==> config.mk <==
export PLATFORM = sky130hd
export DESIGN_NAME = pwrt_top
export DESIGN_NICKNAME = d
export VERILOG_FILES = /design/src/verilog/pwrt_pkg.sv /design/src/verilog/pwrt_top.sv
export SDC_FILE = /design/constraint.sdc
export NUM_CORES = 1
export LEC_CHECK = 0
export BUFFER_PORTS_ARGS = -buffer_cell sky130_fd_sc_hd__buf_2
export CAP_MARGIN = 10
export CELL_PAD_IN_SITES_DETAIL_PLACEMENT = 1
export CELL_PAD_IN_SITES_GLOBAL_PLACEMENT = 1
export CORE_ASPECT_RATIO = 1.25
export CORE_MARGIN = 4
export CORE_UTILIZATION = 25
export CTS_CLUSTER_DIAMETER = 100
export DETAILED_ROUTE_END_ITERATION = 8
export PLACE_DENSITY_LB_ADDON = 0.25
export SLEW_MARGIN = 5
export SYNTH_ARGS = -nofsm -noshare
export SYNTH_HDL_FRONTEND = slang
export SYNTH_SLANG_ARGS = --single-unit
==> constraint.sdc <==
create_clock -name sys_clk -period 2.7 [get_ports sys_clk]
set_input_delay 0.135 -clock sys_clk [delete_from_list [all_inputs] [get_ports sys_clk]]
set_output_delay 0.135 -clock sys_clk [all_outputs]
set_load 0.005 [all_outputs]
==> src/verilog/pwrt_pkg.sv <==
package pwrt_pkg;
    // Register map, byte addresses on the 8-bit register port
    localparam int ADDR_W = 8;
    localparam int DATA_W = 8;
    localparam logic [ADDR_W-1:0] PRESCALE_OFS = 8'h38;
    localparam logic [ADDR_W-1:0] WAKE_CS_OFS = 8'h39;
    localparam logic [ADDR_W-1:0] RESTART_CS_OFS = 8'h3A;

    // Field positions in both control/status registers
    localparam int FLAG_BIT = 7;
    localparam int ACK_BIT = 6;
    localparam int INTERVAL_LSB = 0;
    localparam int INTERVAL_W = 6;

    // Values after reset, and the wake divider value forced by a zero wake interval
    localparam logic [INTERVAL_W-1:0] INTERVAL_RST = 6'h3F;
    localparam logic [INTERVAL_W-1:0] PRESCALE_RST = 6'h1F;
    localparam logic [INTERVAL_W-1:0] INTERVAL_OFF = 6'h00;
    localparam logic [INTERVAL_W-1:0] DIVIDER_FORCED = 6'h3F;

    // Prescaler: ticks per wake clock = base + step * select
    localparam int PRESCALE_W = 11;
    localparam logic [PRESCALE_W-1:0] PRESCALE_BASE = 11'h1F8;
    localparam int PRESCALE_STEP_SHIFT = 4;

    // Terminal count used while the wake interrupt is disabled
    localparam logic [INTERVAL_W:0] DISABLED_TERM = 7'h40;
endpackage

==> src/verilog/pwrt_top.sv <==
// The address-and-strobe port was decided locally.
`timescale 1ns/1ps
`default_nettype none
////////////////////////////////////////////////////////////////////////////////
// Summary of operation
// - Wake event flag (bit 7) set on wake interrupt, cleared by any reset.
// - Writing zero to the wake event flag position leaves it unchanged.
// - Writing one to wake ack (bit 6) clears wake flag; ack reads zero.
// - Wake interval sets wake ticks per wake interrupt, 1 to 63.
// - Changed wake interval restarts the wake count; same value ignored.
// - Accepted zero wake interval disables wake interrupt, forces divider to 63.
// - Zero wake interval write rejected while restart interval is zero.
// - Every reset presets the wake interval to 63.
// - Restart flag (bit 7) set on periodic reset; writes to it ignored.
// - Restart flag cleared only by power-on reset or acknowledge.
// - Writing one to restart ack (bit 6) clears restart flag; reads zero.
// - Restart interval sets wake events per periodic reset, 1 to 63.
// - Changed restart interval restarts its count; same value ignored.
// - Zero restart interval disables periodic reset if wake interval nonzero.
// - Zero restart interval write ignored while wake interval is zero.
// - Any reset presets the restart interval to 63.
// - Both counters count up, fire at programmed count, return to zero.
// - Reset and wake interrupt in same cycle: only the reset is issued.
// - Wake tick divides the 1 ms tick by 504 plus 16 times select.
////////////////////////////////////////////////////////////////////////////////
module pwrt_top
    import pwrt_pkg::*;
(
    input wire logic sys_clk, // 100 MHz clock
    input wire logic reset_n, // Power-on reset, async, active low
    input wire logic sys_reset, // Other system resets, sync, active high
    input wire logic lfo_tick, // One-cycle pulse per 1 ms oscillator tick
    input wire logic [pwrt_pkg::ADDR_W-1:0] reg_addr, // Register address
    input wire logic [pwrt_pkg::DATA_W-1:0] reg_wdata, // Write data
    input wire logic reg_wr, // Write strobe
    input wire logic reg_rd, // Read strobe
    output logic [pwrt_pkg::DATA_W-1:0] reg_rdata, // Read data, next cycle
    output logic wake_irq_req, // Wake interrupt request level
    output logic periodic_reset // One-cycle periodic reset request
);
    import pwrt_pkg::*;

    ////////////////////////////////////////////////////////////////////////////
    // Declarations
    logic [INTERVAL_W-1:0] prescale_sel_r;
    logic [INTERVAL_W-1:0] wake_int_r;
    logic [INTERVAL_W-1:0] rst_int_r;
    logic [PRESCALE_W-1:0] pre_cnt_r;
    logic [INTERVAL_W-1:0] wake_cnt_r;
    logic [INTERVAL_W-1:0] rst_cnt_r;
    logic wake_flag_r;
    logic rst_flag_r;
    logic wake_irq_r;
    logic prst_r;
    logic [DATA_W-1:0] rdata_r;

    ////////////////////////////////////////////////////////////////////////////
    // Address decode
    wire wr_pre = reg_wr && (reg_addr == PRESCALE_OFS);
    wire wr_wake = reg_wr && (reg_addr == WAKE_CS_OFS);
    wire wr_rst = reg_wr && (reg_addr == RESTART_CS_OFS);
    wire [INTERVAL_W-1:0] wdata_int = reg_wdata[INTERVAL_LSB +: INTERVAL_W];
    wire wdata_zero = (wdata_int == INTERVAL_OFF);
    wire wake_off = (wake_int_r == INTERVAL_OFF);
    wire rst_off = (rst_int_r == INTERVAL_OFF);

    // Interval writes: change only, with the both-off interlock
    wire wake_int_wr = wr_wake && (wdata_int != wake_int_r)
        && !(wdata_zero && rst_off);
    wire rst_int_wr = wr_rst && (wdata_int != rst_int_r)
        && !(wdata_zero && wake_off);
    wire wake_ack = wr_wake && reg_wdata[ACK_BIT];
    wire rst_ack = wr_rst && reg_wdata[ACK_BIT];

    ////////////////////////////////////////////////////////////////////////////
    // Prescaler producing the wake clock tick
    wire [PRESCALE_W-1:0] pre_term = PRESCALE_BASE
        + {1'b0, prescale_sel_r, 4'b0000};
    wire [PRESCALE_W-1:0] pre_inc = pre_cnt_r + 11'h001;
    wire wclk = lfo_tick && (pre_inc == pre_term);
    wire [PRESCALE_W-1:0] pre_nxt = !lfo_tick ? pre_cnt_r :
        (wclk ? '0 : pre_inc);

    ////////////////////////////////////////////////////////////////////////////
    // Wake counter; while disabled it wraps at 64 to keep the restart clock
    wire [INTERVAL_W:0] wake_inc = {1'b0, wake_cnt_r} + 7'h01;
    wire [INTERVAL_W:0] wake_term = wake_off ? DISABLED_TERM :
        {1'b0, wake_int_r};
    wire rclk = wclk && (wake_inc == wake_term);
    wire [INTERVAL_W-1:0] wake_cnt_nxt = wake_int_wr ?
        (wdata_zero ? DIVIDER_FORCED : INTERVAL_OFF) :
        (!wclk ? wake_cnt_r :
        (rclk ? INTERVAL_OFF : wake_inc[INTERVAL_W-1:0]));

    ////////////////////////////////////////////////////////////////////////////
    // Restart counter, clocked by each wake period
    wire [INTERVAL_W:0] rst_inc = {1'b0, rst_cnt_r} + 7'h01;
    wire rst_hit = rclk && !rst_off
        && (rst_inc == {1'b0, rst_int_r});
    wire [INTERVAL_W-1:0] rst_cnt_nxt = rst_int_wr ? INTERVAL_OFF :
        ((!rclk || rst_off) ? rst_cnt_r :
        (rst_hit ? INTERVAL_OFF : rst_inc[INTERVAL_W-1:0]));

    // Wake interrupt only when enabled and not beaten by a reset
    wire wake_hit = rclk && !wake_off && !rst_hit;

    ////////////////////////////////////////////////////////////////////////////
    // Flags: a set in the ack cycle wins
    wire wake_flag_nxt = wake_hit || (wake_flag_r && !wake_ack);
    wire rst_flag_nxt = rst_hit || (rst_flag_r && !rst_ack);

    ////////////////////////////////////////////////////////////////////////////
    // Read mux; ack bits read zero, unmapped addresses read zero
    wire [DATA_W-1:0] rd_mux =
        (reg_addr == PRESCALE_OFS) ? {2'b00, prescale_sel_r} :
        (reg_addr == WAKE_CS_OFS) ? {wake_flag_r, 1'b0, wake_int_r} :
        (reg_addr == RESTART_CS_OFS) ? {rst_flag_r, 1'b0, rst_int_r} :
        8'h00;
    wire [DATA_W-1:0] rdata_nxt = reg_rd ? rd_mux : 8'h00;

    ////////////////////////////////////////////////////////////////////////////
    // Prescale select: power-on reset only
    always_ff @(posedge sys_clk or negedge reset_n) begin
        if (!reset_n) begin
            prescale_sel_r <= PRESCALE_RST;
        end else if (wr_pre) begin
            prescale_sel_r <= wdata_int;
        end
    end

    // Interval fields: every reset presets them
    always_ff @(posedge sys_clk or negedge reset_n) begin
        if (!reset_n) begin
            wake_int_r <= INTERVAL_RST;
            rst_int_r <= INTERVAL_RST;
        end else if (sys_reset) begin
            wake_int_r <= INTERVAL_RST;
            rst_int_r <= INTERVAL_RST;
        end else begin
            if (wake_int_wr) begin
                wake_int_r <= wdata_int;
            end
            if (rst_int_wr) begin
                rst_int_r <= wdata_int;
            end
        end
    end

    // Counters restart on every reset
    always_ff @(posedge sys_clk or negedge reset_n) begin
        if (!reset_n) begin
            pre_cnt_r <= '0;
            wake_cnt_r <= INTERVAL_OFF;
            rst_cnt_r <= INTERVAL_OFF;
        end else if (sys_reset) begin
            pre_cnt_r <= '0;
            wake_cnt_r <= INTERVAL_OFF;
            rst_cnt_r <= INTERVAL_OFF;
        end else begin
            pre_cnt_r <= pre_nxt;
            wake_cnt_r <= wake_cnt_nxt;
            rst_cnt_r <= rst_cnt_nxt;
        end
    end

    // Wake flag cleared by any reset
    always_ff @(posedge sys_clk or negedge reset_n) begin
        if (!reset_n) begin
            wake_flag_r <= 1'b0;
            wake_irq_r <= 1'b0;
        end else if (sys_reset) begin
            wake_flag_r <= 1'b0;
            wake_irq_r <= 1'b0;
        end else begin
            wake_flag_r <= wake_flag_nxt;
            wake_irq_r <= wake_flag_nxt;
        end
    end

    // Restart flag survives system resets
    always_ff @(posedge sys_clk or negedge reset_n) begin
        if (!reset_n) begin
            rst_flag_r <= 1'b0;
            prst_r <= 1'b0;
        end else begin
            rst_flag_r <= sys_reset ? rst_flag_r : rst_flag_nxt;
            prst_r <= rst_hit && !sys_reset;
        end
    end

    always_ff @(posedge sys_clk or negedge reset_n) begin
        if (!reset_n) begin
            rdata_r <= 8'h00;
        end else begin
            rdata_r <= rdata_nxt;
        end
    end

    assign reg_rdata = rdata_r;
    assign wake_irq_req = wake_irq_r;
    assign periodic_reset = prst_r;
endmodule
`default_nettype wire

# After elaboration in Yosys (flattened, before gate mapping)
# Cells that the tools add are included.
[totals] reg_bits=52 out_inout_bits=10 elab_cells=84
[classes] addsub=4 eq_ne=9 mux=22 reduce_logical=39
[ops] op="$mux W6" n=13
[ops] op="$mux W11" n=3
[ops] op="$mux W8" n=4
[ops] op="$eq A8 B6 Y1 const B" n=3
[ops] op="$logic_and A1 B1 Y1" n=20
[ops] op="$logic_not A6 Y1" n=3
[ops] op="$add A6 B1 Y7 const B" n=2
[ops] op="$ne A6 B6 Y1" n=2
[ops] op="$add A11 B1 Y11 const B" n=1
[ops] op="$add A9 B10 Y11 const A" n=1
[ops] op="$eq A11 B11 Y1" n=1
[ops] op="$logic_not A1 Y1" n=9
[ops] op="$eq A7 B6 Y1" n=1
[ops] op="$eq A7 B7 Y1" n=1
[ops] op="$mux W7" n=1
[ops] op="$reduce_bool A2 Y1" n=3
[ops] op="$logic_or A1 B1 Y1" n=3
[ops] op="$ne A3 B3 Y1 const B" n=1
[ops] op="$reduce_bool A3 Y1" n=1
[ops] op="$mux W1" n=1

# Longest topological paths before layout
[logic_depth] word_depth=10 depth_mapped=11

# Worst setup path after synthesis
# Ideal clock, no wire load.
[synth_path] kind="flip-flop to flip-flop" start="register pre_cnt_r[0]" end="register rst_cnt_r[2]" setup_time_ps=78 arrival_ps=2770 required_ps=2622 path_slack_ps=-148 stages_incl_launch_ff=10 path_buffers=0 path_cell_list="dfrtp_1 -> ha_1 -> nor2b_1 -> or3b_2 -> nor4_1 -> o211ai_2 -> nor4_2 -> nand4_1 -> or4b_1 -> a21oi_1"
[synth_via] elab_chain_cells=10
[synth_lines] element="start, declared" line_no="pwrt_top.sv:48" text="logic [PRESCALE_W-1:0] pre_cnt_r;"
[synth_lines] element="start signal, assigned" line_no="pwrt_top.sv:160" text="pre_cnt_r <= pre_nxt;"
[synth_lines] element="$add A11 B1 Y11 (*)" line_no="pwrt_top.sv:79" text="wire [PRESCALE_W-1:0] pre_inc = pre_cnt_r + 11'h001;"
[synth_lines] element="$eq A11 B11 Y1 (*)" line_no="pwrt_top.sv:80" text="wire wclk = lfo_tick && (pre_inc == pre_term);"
[synth_lines] element="$logic_and A1 B1 Y1 (*)" line_no="pwrt_top.sv:80"
[synth_lines] element="$logic_and A1 B1 Y1 (*)" line_no="pwrt_top.sv:89" text="wire rclk = wclk && (wake_inc == wake_term);"
[synth_lines] element="$logic_and A1 B1 Y1" line_no="pwrt_top.sv:98" text="wire rst_hit = rclk && !rst_off"
[synth_lines] element="$logic_and A1 B1 Y1" line_no="pwrt_top.sv:99" text="&& (rst_inc == {1'b0, rst_int_r});"
[synth_lines] element="$mux W6" line_no="pwrt_top.sv:102" text="(rst_hit ? INTERVAL_OFF : rst_inc[INTERVAL_W-1:0]));"
[synth_lines] element="$mux W6" line_no="pwrt_top.sv:101" text="((!rclk || rst_off) ? rst_cnt_r :"
[synth_lines] element="$mux W6" line_no="pwrt_top.sv:100" text="wire [INTERVAL_W-1:0] rst_cnt_nxt = rst_int_wr ? INTERVAL_OFF :"
[synth_lines] element="$mux W6" line_no="pwrt_top.sv:155" text="end else if (sys_reset) begin"
[synth_lines] element="end signal, assigned" line_no="pwrt_top.sv:162" text="rst_cnt_r <= rst_cnt_nxt;"
[synth_lines] element="end, declared" line_no="pwrt_top.sv:50" text="logic [INTERVAL_W-1:0] rst_cnt_r;"
# Mark *: on every way between the ends. The rest lies on a longest branch, timed or not. The select of a mux whose other input is x is not followed.
# A chain may end at the register's enable or synchronous reset.

# Worst setup path after layout
[layout_path] start="register prescale_sel_r[0]" end="register rst_cnt_r[2]"
[layout_via] elab_chain_cells=10
[layout_lines] element="start, declared" line_no="pwrt_top.sv:45" text="logic [INTERVAL_W-1:0] prescale_sel_r;"
[layout_lines] element="start signal, assigned" line_no="pwrt_top.sv:127" text="prescale_sel_r <= wdata_int;"
[layout_lines] element="$add A9 B10 Y11 (*)" line_no="pwrt_top.sv:78" text="+ {1'b0, prescale_sel_r, 4'b0000};"
[layout_lines] element="$eq A11 B11 Y1 (*)" line_no="pwrt_top.sv:80"
[layout_lines] element="$logic_and A1 B1 Y1 (*)" line_no="pwrt_top.sv:80"
[layout_lines] element="$logic_and A1 B1 Y1 (*)" line_no="pwrt_top.sv:89"
[layout_lines] element="$logic_and A1 B1 Y1" line_no="pwrt_top.sv:98"
[layout_lines] element="$logic_and A1 B1 Y1" line_no="pwrt_top.sv:99"
[layout_lines] element="$mux W6" line_no="pwrt_top.sv:102"
[layout_lines] element="$mux W6" line_no="pwrt_top.sv:101"
[layout_lines] element="$mux W6" line_no="pwrt_top.sv:100"
[layout_lines] element="$mux W6" line_no="pwrt_top.sv:155"
# Marks and branches as above.

==> summary.txt <==
Status
  – Status: finished, violations left
  – Failing checks: negative setup slack

Drt
  – Via count: 3,133
  – Final WL: 10,900 um
  – Vias per cell: 5.04
  – Drt pass-1 iters: 4
  – Drt drc: 0
  – DRT iter0 DRCs: 121
  – Routed wire per std cell: 17.5 um
  – Antenna-violating nets left: 0

Timing
  – Fin. Hold Viols: 0
  – Ratio of final minimum period to clock period: 107%
  – Setup violators final: 16
  – Unrepaired setup endpoints after global routing: true
  – Fmax: 0.345 GHz
  – Final min period: 2.90 ns
  – Final Max Slew Viols: 0
  – Final setup margin: -0.201 ns
  – Clock skew: 0.0101 ns
  – Worst-Margin Slew: 1.08 ns
  – Max_slew headroom: 28.0%

Final layout
  – Post-Layout Cell Count: 622
  – Fillers: 1,511
  – Area of the multi-input gates: 2100 sq um
  – Area added between synthesis and finish: 33.5%
  – Layout cell share with drive strength beyond 1: 33.3%
  – Fin nets: 480
  – Design area: 4450 sq um
  – # diodes: 0
  – Sequential cell area: 1300 sq um

Pwr
  – Sequential cell fraction of total power: 47.4%
  – Logic pwr share: 13.5%
  – Sw frac: 26.1%
  – Clock Power Share: 39.1%
  – Power Internal: 1220 uW
  – Maximum vdd drop: 226 uV
  – Leak: 0.00187 uW
  – Power per Cell Area: 372 nW/um^2
  – Sw power: 431 uW

Clock tree
  – CTS tree: built
  – Clock slew at the register clock pins of the worst setup and hold paths: 0.07 ns
  – Sink Count: 51
  – Clk_lat worst skew: 0.30 ns
  – CTS buffer count: 5
  – Htree depth: 2
  – CTS Hold Bufs: 0
  – Clock Path Buffers: 2
  – Clk root buf: clkbuf_16

GRT
  – Grt ovf: 0
  – Number of global-route vias before repair: 3,379
  – Initial antenna violation count: 0
  – Largest net degree at the start of global routing: 45
  – Tot GR Track Use: 14.7%
  – First-pass GRT wire length: 17,900 um

Yosys
  – Post-Syn Instances: 366
  – Syn. warnings: 0
  – Mux cell area share after synthesis: 0.976%
  – Avg Cell Area, Syn: 9.10 sq um
  – Post-Synth XOR/XNOR Area: 11.3%
  – Mapped Area: 3330 sq um
  – Post-synthesis sequential area ratio: 38.9%
  – Number of synthesized flops with an enable pin: 0
  – Ys async rst share: 100%
  – Number of synthesized register bits: 51
  – Yosys cell types: 59
  – Top FF cell, synth: dfrtp_1
  – Synth Area in Compound Gates: 18.5%
  – Post-Synth Simple-Gate Area: 25.4%
  – Post-synthesis adder-cell area fraction: 1.88%
  – Mapped Nets: 393
  – Main combinational cell family by area after synthesis: simple AND/OR/NAND/NOR gates

Critical path
  – Worst setup SP type: flop
  – CP cell instances: or4_4 > or3_4 > a21oi_4 > o211ai_2 > buf_4 > nor4_4 > nand4_1 > or4b_1 > a21oi_1
  – Arrival @ worst endpoint: 3.11 ns
  – Worst-path fanout max: 4
  – Slowest stage cell, crit path: or4b_1
  – Class of the most critical setup path: flop to flop
  – Worst setup EP type: flop
  – Req. time, crit path: 2.91 ns
  – Critical Path Max Stage Delay: 0.56 ns

Hold path
  – Worst hold path type: input port to async pin

Placed design
  – Post-DP HPWL: 8060 um
  – Placer Congestion: 0.838
  – I/O Buffers: 29
  – Post-Place Worst Slack: -0.326 ns
  – Placed cell count: 606
  – DP Area: 4070 sq um

Floorplan
  – Initial Util: 25.8%
  – Chip width: 111 um
  – Row Count: 46
  – Die ar.: 15,300 sq um
  – Core Region: 12,900 sq um
  – I/O pin total: 32
  – Die Height: 137 um

Flow run
  – Max_cap viols: 0
==> cells by family after synthesis <==
kind of cell | count (synthesis)
buffers and inverters | 23
AO/OA/AOI/OAI | 88
adder cells (fa/ha/maj) | 5
flip-flops | 51
AND/OR/NAND/NOR | 157
multiplexers | 3
XOR/XNOR | 38
other | 1
==> cell type report <==
class                           instances  area share (%)
Timing Repair Buffer                   90            14.6
Tap cell                              168            4.73
Sequential cell                        51            29.2
Multi-Input combinational cell        292            47.2
Clock buffer                            6            2.90
Clock inverter                          2           0.253
Inverter                               13            1.10
==> synth_stat cells (all sizes together), types with 5 or more instances <==
cell type | count | share of area (%)
a2111oi | 8 | 2.1
a211o | 16 | 4.2
a21oi | 13 | 2.1
a31oi | 6 | 1.1
clkbuf | 7 | 0.79
dfrtp | 34 | 26
dfstp | 17 | 13
ha | 5 | 1.9
inv | 13 | 1.5
nand2 | 33 | 3.7
nand2b | 15 | 2.8
nand3 | 13 | 2.0
nand4 | 5 | 0.94
nor2 | 34 | 3.8
nor2b | 11 | 2.1
nor3 | 11 | 1.7
nor4 | 7 | 2.1
o21ai | 22 | 3.3
or3 | 6 | 1.1
xnor2 | 22 | 5.8
xor2 | 13 | 3.4
==> stage by stage <==
step | TNS (ns) | power [uW] | utilization, % | hold WS, ns
floorplan | 0 | 893 | - | -0.161
CTS | -0.819 | 1670 | 33.9 | 0.0843
finish | -1.59 | 1650 | 34.5 | 0.0384
global placement | -1.00 | 984 | 31.6 | 0.395
global route | -3.90 | 1730 | 34.5 | 0.120
detailed placement | -2.48 | 987 | 31.6 | 0.399
==> sequential cells by signal (all words and copies together) (netlist names) <==
register,count
wake_irq_req,1
rst_int_r,6
rst_cnt_r,6
wake_cnt_r,6
periodic_reset,1
wake_int_r,6
rst_flag_r,1
reg_rdata,7
prescale_sel_r,6
pre_cnt_r,11
==> critical path: cells and delay by family (launching register included) <==
kind                   cells  cell delay, ns
flip-flops                 1            0.38
AND/OR/NAND/NOR            5            1.86
AO/OA/AOI/OAI              3            0.42
buffers and inverters      1            0.16
==> power groups by stage <==
| stage | logic [uW] | clock network, uW | registers [uW] |
|---|---|---|---|
| 2_1_floorplan | 95.3 | 0 | 797 |
| 3_3_place_gp | 188 | 0 | 796 |
| 3_5_place_dp | 191 | 0 | 797 |
| 4_1_cts | 209 | 679 | 783 |
| 5_1_grt | 246 | 696 | 784 |
| 6_report | 224 | 646 | 783 |
==> repair_timing <==
item                                    CTS  global route
pin swaps                                 8             8
endpoints found under the setup margin   20            25
buffers inserted                          6             3
gates resized for setup                  22            16
hold endpoints to repair                  0             0
==> cell usage in the layout, fill, tap and decap left out, types with 4 or more instances in the layout <==
master,count
nand2_1,31
xnor2_1,21
nand3_1,12
nor2b_1,11
or3_1,4
nor2_1,33
buf_4,53
dfstp_2,17
buf_6,6
dfrtp_1,34
a211o_1,16
clkbuf_16,5
a22o_1,4
nor4_4,4
nor3_1,10
a2111oi_0,7
nand2b_1,15
buf_2,29
nand4_1,5
xor2_1,13
a31oi_1,6
o21ai_0,18
inv_1,12
a21oi_1,11
==> worst paths after layout <==
check / start / endpoint / slack, ns / cells past startpoint
worst min-delay path: reset_n / pre_cnt_r[6] / 0.04 / 1
max in group asynchronous: reset_n / wake_int_r[0] / 1.85 / 2
worst min register to register: rst_flag_r / rst_flag_r / 0.52 / 2
worst max register to register: prescale_sel_r[0] / rst_cnt_r[2] / -0.20 / 9
worst max-delay path: prescale_sel_r[0] / rst_cnt_r[2] / -0.20 / 9
min in group sys_clk: reg_rd / reg_rdata[7] / 0.11 / 2
==> routing by layer <==
metal / global-route usage (%) / share of wire, % / vias up
li1: - / - / 1494
met1: 17.5 / 44 / 1564
met2: 26.3 / 51 / 53
met3: 2.61 / 2.6 / 22
met4: 5.61 / 2.6 / 0
met5: 0 / 0 / -
Note: power is estimated with default switching activity, not from simulation.
